[src/design/mtm_cfg.svh]
`ifndef MTM_CFG_SVH
`define MTM_CFG_SVH

// ---------------------------------------------------------------
// Register offsets (byte registers on the plain register port)
// ---------------------------------------------------------------
`define MTM_ADDR_W 3
`define MTM_OFF_CTRL 3'h0
`define MTM_OFF_CLKCFG 3'h1
`define MTM_OFF_CNT_HI 3'h2
`define MTM_OFF_CNT_LO 3'h3
`define MTM_OFF_MOD_HI 3'h4
`define MTM_OFF_MOD_LO 3'h5

// ---------------------------------------------------------------
// Field positions
// ---------------------------------------------------------------
`define MTM_CTRL_FLAG_BIT 7
`define MTM_CTRL_CLR_BIT 5
`define MTM_CTRL_HALT_BIT 4
`define MTM_CLK_SRC_HI 5
`define MTM_CLK_SRC_LO 4
`define MTM_CLK_PS_HI 3
`define MTM_CLK_PS_LO 0

// ---------------------------------------------------------------
// Reset values and limits
// ---------------------------------------------------------------
`define MTM_SRC_RST 2'h0
`define MTM_PS_RST 4'h0
`define MTM_PS_MAX 4'h8
`define MTM_HALT_RST 1'b1
`define MTM_BYTE_ZERO 8'h00
`define MTM_CNT_ZERO 16'h0000
`define MTM_CNT_TOP 16'hFFFF

`endif

[src/design/mtm_pkg.sv]
// ---------------------------------------------------------------
// Types shared by the modulo timer
// ---------------------------------------------------------------
package mtm_pkg;

  // Count source encodings of the source_select field
  typedef enum logic [1:0] {
    SRC_BUS = 2'b00,
    SRC_FIXED = 2'b01,
    SRC_EXT_FALL = 2'b10,
    SRC_EXT_RISE = 2'b11
  } mtm_src_t;

  // Read coherency states: which byte is still owed from the buffer
  typedef enum logic [1:0] {
    LAT_IDLE = 2'b00,
    LAT_WAIT_LO = 2'b01,
    LAT_WAIT_HI = 2'b10
  } mtm_lat_t;

endpackage : mtm_pkg

[src/design/mtm_timer.sv]
// Summary of operation
// [RULE1] Source select picks bus, fixed, ext fall, ext rise
// [RULE2] Source change keeps count, continues on new source
// [RULE3] Prescale divides by two to code power
// [RULE4] Prescale codes above eight divide by 256
// [RULE5] Prescale change keeps count, new rate applies
// [RULE6] Clock config upper two bits read zero
// [RULE7] Counter bytes read-only, writes ignored, reset zero
// [RULE8] Counter byte read latches both for coherence
// [RULE9] Read latch idles on reset and clear
// [RULE10] Debug halt freezes read latch state
// [RULE11] Debug halt reads return live counter
// [RULE12] Zero wrap limit means free-running counter
// [RULE13] Wrap limit loads after both bytes, at next wrap
// [RULE14] First complete load clears counter, applies immediately
// [RULE15] Clear command applies loaded wrap limit at once
// [RULE16] Clear command resets wrap limit write latch
// [RULE17] Debug halt freezes wrap limit write latch
// [RULE18] Debug halt writes go direct, clear counter
// [RULE19] Wrap limit reads return value in effect
// [RULE20] Wrap limit bytes read-write, reset zero
// [RULE21] Match wraps to zero, sets wrap flag
// [RULE22] Clear bit zeroes counter and flag, reads zero
// [RULE23] External input synchronised, one enable per edge
//
// The register addresses and the plain strobed port are this design's own decisions.
`timescale 1ns/1ps
`default_nettype none
`include "mtm_cfg.svh"

module mtm_timer (
  // Clock and reset
  input wire logic clk,
  input wire logic rst,
  // Register port
  input wire logic [`MTM_ADDR_W-1:0] reg_addr,
  input wire logic [7:0] reg_wdata,
  input wire logic reg_wr,
  input wire logic reg_rd,
  output logic [7:0] reg_rdata_q,
  // Count sources from outside the clock domain
  input wire logic fixed_freq_clock,
  input wire logic ext_count_input,
  // Debug halt level from the core, same clock
  input wire logic debug_halt_mode,
  // Status outputs
  output logic wrap_flag_q,
  output logic wrap_match_q
);

  // ---------------------------------------------------------------
  // Declarations
  // ---------------------------------------------------------------
  logic [1:0] src_q;
  logic [3:0] ps_q;
  logic count_halt_q;
  logic flag_arm_q;
  logic [7:0] presc_q;
  logic [15:0] cnt_q;
  logic [15:0] mod_q;
  logic [15:0] pend_q;
  logic pend_valid_q;
  logic [7:0] buf_hi_q;
  logic [7:0] buf_lo_q;
  logic seen_hi_q;
  logic seen_lo_q;
  logic first_done_q;
  logic [15:0] rbuf_q;
  mtm_pkg::mtm_lat_t lat_q;
  logic [2:0] fix_sync_q;
  logic [2:0] ext_sync_q;

  logic wr_ctrl, wr_clk, wr_mhi, wr_mlo;
  logic rd_ctrl, rd_chi, rd_clo;
  logic clear_cmd, run, src_tick, cnt_tick, at_wrap, wrap_evt;
  logic fix_rise, ext_rise, ext_fall;
  logic [3:0] ps_eff;
  logic [7:0] ps_mask;
  logic mod_complete, first_load, dbg_mod_wr;
  logic [15:0] mod_new;
  logic [7:0] rd_mux;

  // ---------------------------------------------------------------
  // Register port decode
  // ---------------------------------------------------------------
  assign wr_ctrl = reg_wr && (reg_addr == `MTM_OFF_CTRL);
  assign wr_clk = reg_wr && (reg_addr == `MTM_OFF_CLKCFG);
  assign wr_mhi = reg_wr && (reg_addr == `MTM_OFF_MOD_HI);
  assign wr_mlo = reg_wr && (reg_addr == `MTM_OFF_MOD_LO);
  assign rd_ctrl = reg_rd && (reg_addr == `MTM_OFF_CTRL);
  assign rd_chi = reg_rd && (reg_addr == `MTM_OFF_CNT_HI);
  assign rd_clo = reg_rd && (reg_addr == `MTM_OFF_CNT_LO);
  // Clear is a pulse from the write itself; nothing is stored for it
  assign clear_cmd = wr_ctrl && reg_wdata[`MTM_CTRL_CLR_BIT]; // [RULE22]

  // ---------------------------------------------------------------
  // Control and clock configuration registers
  // ---------------------------------------------------------------
  // Halt bit comes out of reset set so the counter sits still
  always_ff @(posedge clk) begin
    if (rst) begin
      count_halt_q <= `MTM_HALT_RST;
    end else if (wr_ctrl) begin
      count_halt_q <= reg_wdata[`MTM_CTRL_HALT_BIT];
    end
  end

  // Source and prescale fields; neither write touches the count
  always_ff @(posedge clk) begin
    if (rst) begin
      src_q <= `MTM_SRC_RST; // [RULE1]
      ps_q <= `MTM_PS_RST; // [RULE3]
    end else if (wr_clk) begin
      src_q <= reg_wdata[`MTM_CLK_SRC_HI:`MTM_CLK_SRC_LO]; // [RULE2]
      ps_q <= reg_wdata[`MTM_CLK_PS_HI:`MTM_CLK_PS_LO]; // [RULE5]
    end
  end

  // ---------------------------------------------------------------
  // Source synchronisers and edge detectors
  // ---------------------------------------------------------------
  // Stage 0 feeds stage 1 only; stage 2 is the previous value for edges
  always_ff @(posedge clk) begin
    if (rst) begin
      fix_sync_q <= 3'h0;
      ext_sync_q <= 3'h0;
    end else begin
      fix_sync_q <= {fix_sync_q[1:0], fixed_freq_clock};
      ext_sync_q <= {ext_sync_q[1:0], ext_count_input}; // [RULE23]
    end
  end

  // Inputs must stay below a quarter of clk so no edge is missed
  assign fix_rise = fix_sync_q[1] && !fix_sync_q[2];
  assign ext_rise = ext_sync_q[1] && !ext_sync_q[2]; // [RULE23]
  assign ext_fall = !ext_sync_q[1] && ext_sync_q[2]; // [RULE23]

  // Source multiplexer, one enable per qualifying event
  always_comb begin
    case (mtm_pkg::mtm_src_t'(src_q))
      mtm_pkg::SRC_BUS: src_tick = 1'b1; // [RULE1]
      mtm_pkg::SRC_FIXED: src_tick = fix_rise; // [RULE1]
      mtm_pkg::SRC_EXT_FALL: src_tick = ext_fall; // [RULE1]
      mtm_pkg::SRC_EXT_RISE: src_tick = ext_rise; // [RULE1]
      default: src_tick = 1'b0;
    endcase
  end

  // ---------------------------------------------------------------
  // Prescaler
  // ---------------------------------------------------------------
  // Counting stops under software halt and under debug halt
  assign run = !count_halt_q && !debug_halt_mode;
  assign ps_eff = (ps_q > `MTM_PS_MAX) ? `MTM_PS_MAX : ps_q; // [RULE4]
  assign ps_mask = 8'((9'h001 << ps_eff) - 9'h001); // [RULE3]
  assign cnt_tick = run && src_tick && ((presc_q & ps_mask) == ps_mask); // [RULE3]

  // Free-running divider; a new code takes effect on the next match
  always_ff @(posedge clk) begin
    if (rst || clear_cmd) begin
      presc_q <= `MTM_BYTE_ZERO;
    end else if (run && src_tick) begin
      presc_q <= presc_q + 8'h01; // [RULE5]
    end
  end

  // ---------------------------------------------------------------
  // Main counter
  // ---------------------------------------------------------------
  // Zero limit wraps at the top of the range instead
  assign at_wrap = (mod_q != `MTM_CNT_ZERO) ? (cnt_q == mod_q) : (cnt_q == `MTM_CNT_TOP); // [RULE12]
  assign wrap_evt = cnt_tick && at_wrap; // [RULE21]

  // Counter clears win over counting; writes to the counter bytes never reach it
  always_ff @(posedge clk) begin
    if (rst) begin
      cnt_q <= `MTM_CNT_ZERO; // [RULE7]
    end else if (clear_cmd || first_load || dbg_mod_wr) begin
      cnt_q <= `MTM_CNT_ZERO; // [RULE22]
    end else if (cnt_tick) begin
      cnt_q <= at_wrap ? `MTM_CNT_ZERO : cnt_q + 16'h0001; // [RULE21]
    end
  end

  // Match output pulse
  always_ff @(posedge clk) begin
    if (rst) begin
      wrap_match_q <= 1'b0;
    end else begin
      wrap_match_q <= wrap_evt;
    end
  end

  // ---------------------------------------------------------------
  // Wrap flag with two-step clear
  // ---------------------------------------------------------------
  // Arm on a control read while set; any new wrap disarms
  always_ff @(posedge clk) begin
    if (rst || clear_cmd || wrap_evt) begin
      flag_arm_q <= 1'b0;
    end else if (rd_ctrl && wrap_flag_q) begin
      flag_arm_q <= 1'b1;
    end else if (wr_ctrl) begin
      flag_arm_q <= 1'b0;
    end
  end

  // A wrap in the two-step clearing cycle keeps the flag set
  always_ff @(posedge clk) begin
    if (rst) begin
      wrap_flag_q <= 1'b0;
    end else if (clear_cmd) begin
      wrap_flag_q <= 1'b0; // [RULE22]
    end else if (wrap_evt) begin
      wrap_flag_q <= 1'b1; // [RULE21]
    end else if (wr_ctrl && !reg_wdata[`MTM_CTRL_FLAG_BIT] && flag_arm_q) begin
      wrap_flag_q <= 1'b0;
    end
  end

  // ---------------------------------------------------------------
  // Wrap limit write buffering
  // ---------------------------------------------------------------
  assign dbg_mod_wr = debug_halt_mode && (wr_mhi || wr_mlo); // [RULE18]
  assign mod_complete = !debug_halt_mode && ((wr_mhi && seen_lo_q) || (wr_mlo && seen_hi_q)); // [RULE13]
  assign first_load = mod_complete && !first_done_q; // [RULE14]
  assign mod_new = wr_mhi ? {reg_wdata, buf_lo_q} : {buf_hi_q, reg_wdata};

  // Byte buffers take normal-mode writes only
  always_ff @(posedge clk) begin
    if (rst) begin
      buf_hi_q <= `MTM_BYTE_ZERO;
      buf_lo_q <= `MTM_BYTE_ZERO;
    end else if (!debug_halt_mode) begin
      if (wr_mhi) begin
        buf_hi_q <= reg_wdata; // [RULE13]
      end
      if (wr_mlo) begin
        buf_lo_q <= reg_wdata; // [RULE13]
      end
    end
  end

  // Write latch sequence: which bytes are waiting for their partner
  always_ff @(posedge clk) begin
    if (rst || clear_cmd) begin
      seen_hi_q <= 1'b0; // [RULE16]
      seen_lo_q <= 1'b0; // [RULE16]
    end else if (debug_halt_mode) begin
      seen_hi_q <= seen_hi_q; // [RULE17]
      seen_lo_q <= seen_lo_q; // [RULE17]
    end else if (mod_complete) begin
      seen_hi_q <= 1'b0;
      seen_lo_q <= 1'b0;
    end else begin
      seen_hi_q <= seen_hi_q || wr_mhi;
      seen_lo_q <= seen_lo_q || wr_mlo;
    end
  end

  // Only chip reset re-arms the immediate first load
  always_ff @(posedge clk) begin
    if (rst) begin
      first_done_q <= 1'b0;
    end else if (mod_complete) begin
      first_done_q <= 1'b1; // [RULE14]
    end
  end

  // Pending value; mirrors direct debug writes so a later clear keeps them
  always_ff @(posedge clk) begin
    if (rst) begin
      pend_q <= `MTM_CNT_ZERO;
      pend_valid_q <= 1'b0;
    end else if (dbg_mod_wr) begin
      pend_q <= wr_mhi ? {reg_wdata, mod_q[7:0]} : {mod_q[15:8], reg_wdata};
      pend_valid_q <= 1'b0;
    end else if (mod_complete) begin
      pend_q <= mod_new;
      pend_valid_q <= first_done_q; // [RULE13]
    end else if (clear_cmd || wrap_evt) begin
      pend_valid_q <= 1'b0;
    end
  end

  // ---------------------------------------------------------------
  // Wrap limit in effect
  // ---------------------------------------------------------------
  // Normal loads after the first wait for the next wrap so the current cycle ends cleanly
  always_ff @(posedge clk) begin
    if (rst) begin
      mod_q <= `MTM_CNT_ZERO; // [RULE20]
    end else if (dbg_mod_wr && wr_mhi) begin
      mod_q[15:8] <= reg_wdata; // [RULE18]
    end else if (dbg_mod_wr) begin
      mod_q[7:0] <= reg_wdata; // [RULE18]
    end else if (clear_cmd) begin
      mod_q <= pend_q; // [RULE15]
    end else if (first_load) begin
      mod_q <= mod_new; // [RULE14]
    end else if (wrap_evt && pend_valid_q) begin
      mod_q <= pend_q; // [RULE13]
    end
  end

  // ---------------------------------------------------------------
  // Counter read coherency
  // ---------------------------------------------------------------
  // Snapshot taken by the first byte read of a pair
  always_ff @(posedge clk) begin
    if (rst) begin
      rbuf_q <= `MTM_CNT_ZERO;
    end else if (!debug_halt_mode && (rd_chi || rd_clo) && (lat_q == mtm_pkg::LAT_IDLE)) begin
      rbuf_q <= cnt_q; // [RULE8]
    end
  end

  // Repeat reads of the same byte keep the snapshot frozen
  always_ff @(posedge clk) begin
    if (rst || clear_cmd) begin
      lat_q <= mtm_pkg::LAT_IDLE; // [RULE9]
    end else if (debug_halt_mode) begin
      lat_q <= lat_q; // [RULE10]
    end else begin
      case (lat_q)
        mtm_pkg::LAT_IDLE: begin
          if (rd_chi) begin
            lat_q <= mtm_pkg::LAT_WAIT_LO; // [RULE8]
          end else if (rd_clo) begin
            lat_q <= mtm_pkg::LAT_WAIT_HI; // [RULE8]
          end
        end
        mtm_pkg::LAT_WAIT_LO: begin
          if (rd_clo) begin
            lat_q <= mtm_pkg::LAT_IDLE;
          end
        end
        mtm_pkg::LAT_WAIT_HI: begin
          if (rd_chi) begin
            lat_q <= mtm_pkg::LAT_IDLE;
          end
        end
        default: lat_q <= mtm_pkg::LAT_IDLE;
      endcase
    end
  end

  // ---------------------------------------------------------------
  // Read data
  // ---------------------------------------------------------------
  // Idle reads show the live value, which equals the snapshot taken now
  always_comb begin
    rd_mux = `MTM_BYTE_ZERO;
    case (reg_addr)
      `MTM_OFF_CTRL: begin
        rd_mux[`MTM_CTRL_FLAG_BIT] = wrap_flag_q;
        rd_mux[`MTM_CTRL_HALT_BIT] = count_halt_q; // Clear bit reads zero
      end
      `MTM_OFF_CLKCFG: rd_mux = {2'b00, src_q, ps_q}; // [RULE6]
      `MTM_OFF_CNT_HI: begin
        if (debug_halt_mode || lat_q == mtm_pkg::LAT_IDLE) begin
          rd_mux = cnt_q[15:8]; // [RULE11]
        end else begin
          rd_mux = rbuf_q[15:8]; // [RULE8]
        end
      end
      `MTM_OFF_CNT_LO: begin
        if (debug_halt_mode || lat_q == mtm_pkg::LAT_IDLE) begin
          rd_mux = cnt_q[7:0]; // [RULE11]
        end else begin
          rd_mux = rbuf_q[7:0]; // [RULE8]
        end
      end
      `MTM_OFF_MOD_HI: rd_mux = mod_q[15:8]; // [RULE19]
      `MTM_OFF_MOD_LO: rd_mux = mod_q[7:0]; // [RULE19]
      default: rd_mux = `MTM_BYTE_ZERO;
    endcase
  end

  // Data stand only in the cycle after the strobe
  always_ff @(posedge clk) begin
    if (rst) begin
      reg_rdata_q <= `MTM_BYTE_ZERO;
    end else begin
      reg_rdata_q <= reg_rd ? rd_mux : `MTM_BYTE_ZERO;
    end
  end

endmodule : mtm_timer
`default_nettype wire

[config.mk]
export PLATFORM = sky130hd
export DESIGN_NAME = mtm_timer
export DESIGN_NICKNAME = d
export VERILOG_FILES = /design/src/design/mtm_pkg.sv /design/src/design/mtm_timer.sv
export VERILOG_INCLUDE_DIRS = /design/src /design/src/design
export SDC_FILE = /design/constraint.sdc
export NUM_CORES = 1
export LEC_CHECK = 0
export BUFFER_PORTS_ARGS = -buffer_cell sky130_fd_sc_hd__buf_2
export CAP_MARGIN = 5
export CELL_PAD_IN_SITES_DETAIL_PLACEMENT = 0
export CELL_PAD_IN_SITES_GLOBAL_PLACEMENT = 2
export CORE_MARGIN = 2
export CORE_UTILIZATION = 37
export DETAILED_ROUTE_END_ITERATION = 16
export PLACE_DENSITY = 0.84
export SLEW_MARGIN = 25
export SYNTH_ARGS = -nofsm -noshare
export SYNTH_HDL_FRONTEND = slang
export SYNTH_SLANG_ARGS = --single-unit
[constraint.sdc]
create_clock -name clk -period 4.15 [get_ports clk]
set_clock_uncertainty 0.15 [all_clocks]
set_input_delay 0 -clock clk [delete_from_list [all_inputs] [get_ports clk]]
set_output_delay 0 -clock clk [all_outputs]
set_load 0.01 [all_outputs]
Word-level counts from Yosys, hierarchy flattened
Index checks and enable logic that the tools add are counted.
{ "totals": {"reg_bits": 118, "word_cells": 145, "input_bits": 18} }
{ "op_classes": {"add_sub_neg": 3, "n_eq_ne": 17, "n_shift": 1, "n_mux": 33, "bitwise": 4, "reduce_logical": 64, "order_cmp": 1} }
{ "op_table": {"columns": ["op", "n"], "rows": [
  ["two-way mux 16 bit", 8],
  ["two-way mux 8 bit", 5],
  ["logical AND 1 bit", 27],
  ["case mux 4 bit (5 select lines)", 1],
  ["adder 16 x 1 -> 16 bit, second input constant", 1],
  ["== test 16 bit", 1],
  ["== test 16 bit, second input constant", 1],
  ["nonzero test 16 bit", 1],
  ["logical OR 1 bit", 11],
  ["case mux 2 bit (5 select lines)", 1],
  ["two-way mux 1 bit", 9],
  ["adder 8 x 1 -> 8 bit, second input constant", 1],
  ["AND 8 bit", 1],
  ["== test 8 bit", 1],
  ["two-way mux 2 bit", 4],
  ["AND reduction 2 bit", 4],
  ["nonzero test 2 bit", 4],
  ["nonzero test 4 bit", 2],
  ["OR reduction 2 bit", 4],
  ["left shift 1 x 4 -> 8 bit, first input constant", 1],
  ["subtractor 8 x 1 -> 8 bit, second input constant", 1],
  ["zero test 1 bit", 7],
  ["== test 2 bit, second input constant", 3],
  ["== test 3 x 2 -> 1 bit, second input constant", 2],
  ["16 further kinds", 22]
]} }

Depth between registers and ports, before layout
{ "depth": {"ltp_word": 14, "depth_mapped": 14} }

Worst setup path after synthesis
OpenSTA, ideal clock, no wires.
{ "synth_timing": {"path_kind": "register to register", "startpoint": "reg ps_q[0]", "endpoint": "reg mod_q[15]", "path_stages_with_launch": 12, "slack_ns": 1.173, "path_buffers": 1, "required_ns": 3.932, "period_less_slack_ns": 2.977, "t_arrival_ns": 2.759, "setup_time_ns": 0.068, "path_cell_list": "dfxtp_1 or4_4 ha_1 and2_2 o211ai_1 a21oi_1 nor4b_4 and2_4 a21oi_4 buf_6 a211o_1 a21oi_2"} }
{ "synth_via": {"elab_chain_cells": 11} }
{ "synth_lines": {"columns": ["item", "line", "source"], "rows": [
  ["start, declared", "mtm_timer.sv:55", "logic [3:0] ps_q;"],
  ["start signal, assigned", "mtm_timer.sv:112", "ps_q <= `MTM_PS_RST;"],
  ["start signal, assigned", "mtm_timer.sv:115", "ps_q <= reg_wdata[`MTM_CLK_PS_HI:`MTM_CLK_PS_LO];"],
  ["> comparator 4 bit (no line)", null, null],
  ["two-way mux 4 bit (*)", "mtm_timer.sv:154", "assign ps_eff = (ps_q > `MTM_PS_MAX) ? `MTM_PS_MAX : ps_q;"],
  ["left shift 1 x 4 -> 8 bit (*)", "mtm_timer.sv:155", "assign ps_mask = 8'((9'h001 << ps_eff) - 9'h001);"],
  ["subtractor 8 x 1 -> 8 bit (*)", "mtm_timer.sv:155", null],
  ["AND 8 bit", "mtm_timer.sv:156", "assign cnt_tick = run && src_tick && ((presc_q & ps_mask) == ps_mask);"],
  ["== test 8 bit (*)", "mtm_timer.sv:156", null],
  ["logical AND 1 bit (*)", "mtm_timer.sv:156", null],
  ["logical AND 1 bit (*)", "mtm_timer.sv:172", "assign wrap_evt = cnt_tick && at_wrap;"],
  ["logical AND 1 bit (*)", "mtm_timer.sv:301", "end else if (wrap_evt && pend_valid_q) begin"],
  ["nonzero test 4 bit (no line) (*)", null, null],
  ["AND reduction 2 bit (no line) (*)", null, null],
  ["end signal, assigned", "mtm_timer.sv:298", "mod_q <= pend_q;"],
  ["end signal, assigned", "mtm_timer.sv:300", "mod_q <= mod_new;"],
  ["end signal, assigned", "mtm_timer.sv:302", "mod_q <= pend_q;"],
  ["end, declared", "mtm_timer.sv:60", "logic [15:0] mod_q;"]
]} }
Mark *: on every way between the ends. The rest lies on a longest branch, timed or not.
A chain may end at the register's enable or synchronous reset.

Final worst setup path
{ "layout_timing": {"startpoint": "reg ps_q[0]", "endpoint": "reg cnt_q[1]"} }
{ "layout_via": {"elab_chain_cells": 7} }
{ "layout_lines": {"columns": ["item", "line", "source"], "rows": [
  ["> comparator 4 bit (no line)", null, null],
  ["two-way mux 4 bit (*)", "mtm_timer.sv:154", null],
  ["left shift 1 x 4 -> 8 bit (*)", "mtm_timer.sv:155", null],
  ["subtractor 8 x 1 -> 8 bit (*)", "mtm_timer.sv:155", null],
  ["AND 8 bit", "mtm_timer.sv:156", null],
  ["== test 8 bit (*)", "mtm_timer.sv:156", null],
  ["logical AND 1 bit (*)", "mtm_timer.sv:156", null],
  ["end signal, assigned", "mtm_timer.sv:177", "cnt_q <= `MTM_CNT_ZERO;"],
  ["end signal, assigned", "mtm_timer.sv:179", "cnt_q <= `MTM_CNT_ZERO;"],
  ["end signal, assigned", "mtm_timer.sv:181", "cnt_q <= at_wrap ? `MTM_CNT_ZERO : cnt_q + 16'h0001;"],
  ["end, declared", "mtm_timer.sv:59", "logic [15:0] cnt_q;"]
]} }
Marks and branches as above.

==> key figures <==
Run status
  • Outcome: finished, final reports clean

Drt
  • Final ANT Viol Nets: 0
  • Drt pass-1 iters: 5
  • Avg WL per Cell: roughly 18 um
  • Total number of vias: between 5000 and 6000
  • Routed WL: around 18 mm
  • DRC: 0
  • First DRT Iteration DRCs: 526
  • Via/cell ratio: ~5.5

Synth
  • Syn nets: a little under 800
  • Syn Inst Count: about 750
  • Post-Synth Adder-Cell Area: less than 1%
  • XOR/XNOR Fraction of Synth Area: around 4.1%
  • Yosys cell types: 65
  • Main synth FF type: dfxtp_1
  • Syn Area/Cell: between 8 and 9 sq um
  • Largest family of logic cells by synthesized area: simple AND/OR/NAND/NOR gates
  • Top cell type's share of synthesized area: 39.2%
  • Synth Area in Simple Gates: about 22%
  • Mapped Area: approximately 0.0060 sq mm
  • Post-synth EDFFs: 0
  • Fraction of synthesized area in multiplexers: just over 9%
  • Post-synth ARST share: 0%
  • Complex-gate fraction of the synthesized area: about a fifth
  • Sequential share of the synthesized area: 39.2%
  • Main area contributors after synthesis: dfxtp_1, mux2i_1, nor2_1
  • Largest area contributor in the netlist: dfxtp_1
  • Synth warn: 0
  • Yosys reg bits: between 100 and 150

Die
  • Site Rows: 46
  • Starting density of the core: 37.9%
  • Core area: 0.0159 sq mm
  • Die area: ~0.017 sq mm
  • Die Width: 132 um
  • Boundary Pins: 28
  • Die H: 132 um

GRT
  • Pin count of the biggest net entering global routing: 82
  • Initial antenna violation count: 0
  • Vias in the first global route: just over 5000
  • First-pass GRT wire length: between 20 and 30 mm
  • Total gr overflow: 0
  • GRT Util Overall: about 21%

Clocking
  • CTS tree: built
  • Post-CTS setup buffer count: 0
  • Root Driver: clkbuf_16
  • Clock slew at reported path FFs: around 0.06 ns
  • Clk sink count: between 100 and 150
  • CTS buffer count: 17
  • Max clock buf depth: 2
  • H-tree depth: 4
  • Later-pin clock latency in the skew report: approximately 0.43 ns

Final layout
  • Diodes inserted: 0
  • Final nets: 789
  • Area growth, synth to finish: 18.1%
  • Finished Layout Cells: approximately 1000
  • Layout cells sized above 1: approximately 13%

Timing
  • Final Setup Violations: 0
  • Final WS setup: 0.698 ns
  • Slew @ Worst Pin: around 0.93 ns
  • Slew Viols, Final: 0
  • Rel. slew slack: 38.0%
  • Fin crit share: between 80% and 90%
  • Final Hold Fails: 0
  • Post-route minimum period: 3.45 ns
  • Fmax: between 0.2 and 0.3 GHz
  • Fin Hold WS: 0.0496 ns
  • Setup TNS: 0 ns
  • RSZ-0062 raised after global routing: false

Power
  • Leakage power: ~2.6 nW
  • PwrDens: roughly 410 mW/mm^2
  • Peak VDD IR: a little over 0.3 mV
  • Total power: around 3.0 mW

Critical path
  • Critical path endpoint category: register
  • CP Launch Type: register
  • CP arrival: around 3.6 ns
  • Setup CP Type: reg2reg
  • Crit path max fanout: 16
  • WP data required: 4.28 ns

Placement
  • Inst Count DP: between 900 and 1000
  • Input/output buffers: 27
  • Detail Placement HPWL: roughly 12 mm
  • Placement Setup Slack: 0.732 ns
  • GP Congestion: 0.847

Flow run
  • Max-Cap Viols: 0

Min path
  • Hold WC Path Type: in2reg
==> worst max-delay path, cell delays in order, from the launching register on <==
cell	delay, ns
dfxtp_1	0.38
or4_4	0.57
ha_1	0.31
nor2_1	0.04
a221o_1	0.26
a31oi_1	0.20
nor4b_4	0.53
nand2_1	0.23
nand4b_1	0.53
nor2_1	0.12
==> routing by layer <==
metal / vias to the layer above / track usage (%) / part of all wire [%]
li1: 2666 / - / -
met1: 2652 / 28.5 / 48
met2: 131 / 32.5 / 46
met3: 23 / 4.51 / 4.8
met4: 0 / 6.58 / 1.4
met5: - / 0 / 0
==> cells in the final DEF (no fill, tap or decap), types with 7 or more instances in the layout <==
master / count
o21ai_0: 10
nor2_1: 108
xor2_1: 14
mux2i_1: 46
a211o_2: 10
nand3_1: 19
o22ai_1: 23
dfxtp_1: 118
a211oi_1: 16
dlygate4sd3_1: 15
o21a_1: 7
a211o_1: 7
clkbuf_16: 17
xnor2_1: 14
buf_2: 27
nor2b_1: 11
nand2_1: 104
inv_1: 22
nor3_1: 11
a21oi_1: 71
==> sequential cells by signal (all words and copies together) (netlist names), 2 cells and up <==
name,flops
rbuf_q,16
reg_rdata_q,8
presc_q,8
ext_sync_q,3
buf_hi_q,8
fix_sync_q,3
src_q,2
ps_q,4
cnt_q,16
buf_lo_q,8
pend_q,16
mod_q,16
lat_q,2
==> path summary, 6_finish.rpt <==
check                            to                    from  slack (ns)  depth (start not counted)
max           cnt_q[1]$_SDFFE_PP0N_    ps_q[0]$_SDFFE_PP0P_        0.70                          9
min           lat_q[0]$_SDFFE_PP0P_             reg_addr[0]        0.05                          3
max reg2reg   cnt_q[1]$_SDFFE_PP0N_    ps_q[0]$_SDFFE_PP0P_        0.70                          9
min reg2reg  rbuf_q[1]$_SDFFE_PP0P_  rbuf_q[1]$_SDFFE_PP0P_        0.30                          2
==> cells by family (layout without fill, tap and decap cells) <==
kind of cell,count (synthesis),count (layout)
adders and majority gates,4,4
muxes,53,53
xor gates and xnor gates,28,28
and+or+nand+nor,296,296
buffers and inverters,70,102
AOI/OAI and AO/OA,179,179
DFF,118,118
==> area by class of cell <==
class | instances | area, sq um
Sequential cell | 118 | 2360
Clock inverter | 15 | 228
Tap cell | 216 | 270
Timing Repair Buffer | 48 | 330
Multi-Input combinational cell | 560 | 3410
Clock buffer | 17 | 425
Fill cell | 1579 | 8770
Inverter | 22 | 82.6
==> repair_timing <==
item                                   in CTS  in global routing
resized for setup                           0                  0
hold buffers                               15                  0
setup endpoints to repair                   0                  0
endpoints found under the hold margin      68                  0
==> synthesized netlist by cell type, drive strengths merged (7+ instances only) <==
cell type    n
a211o       17
a211oi      16
a21oi       77
clkbuf      42
dfxtp      118
inv         22
mux2i       46
nand2      104
nand3       19
nor2       109
nor2b       11
nor3        11
o21a         7
o21ai       11
o22ai       23
xnor2       14
xor2        14
==> where the power goes <==
part           switching [mW]  internal (mW)
sequential             0.0104           1.14
clock                   0.562           1.07
combinational           0.109         0.0588
total                   0.682           2.27
==> stage by stage <==
step	instance area (sq um)	utilization (%)
finish	7110	44.8
global route	7110	44.8
CTS	7110	44.7
detailed placement	6300	39.7
global placement	6300	39.7
floorplan	6020	-
Power figures use the tool's default switching activity.
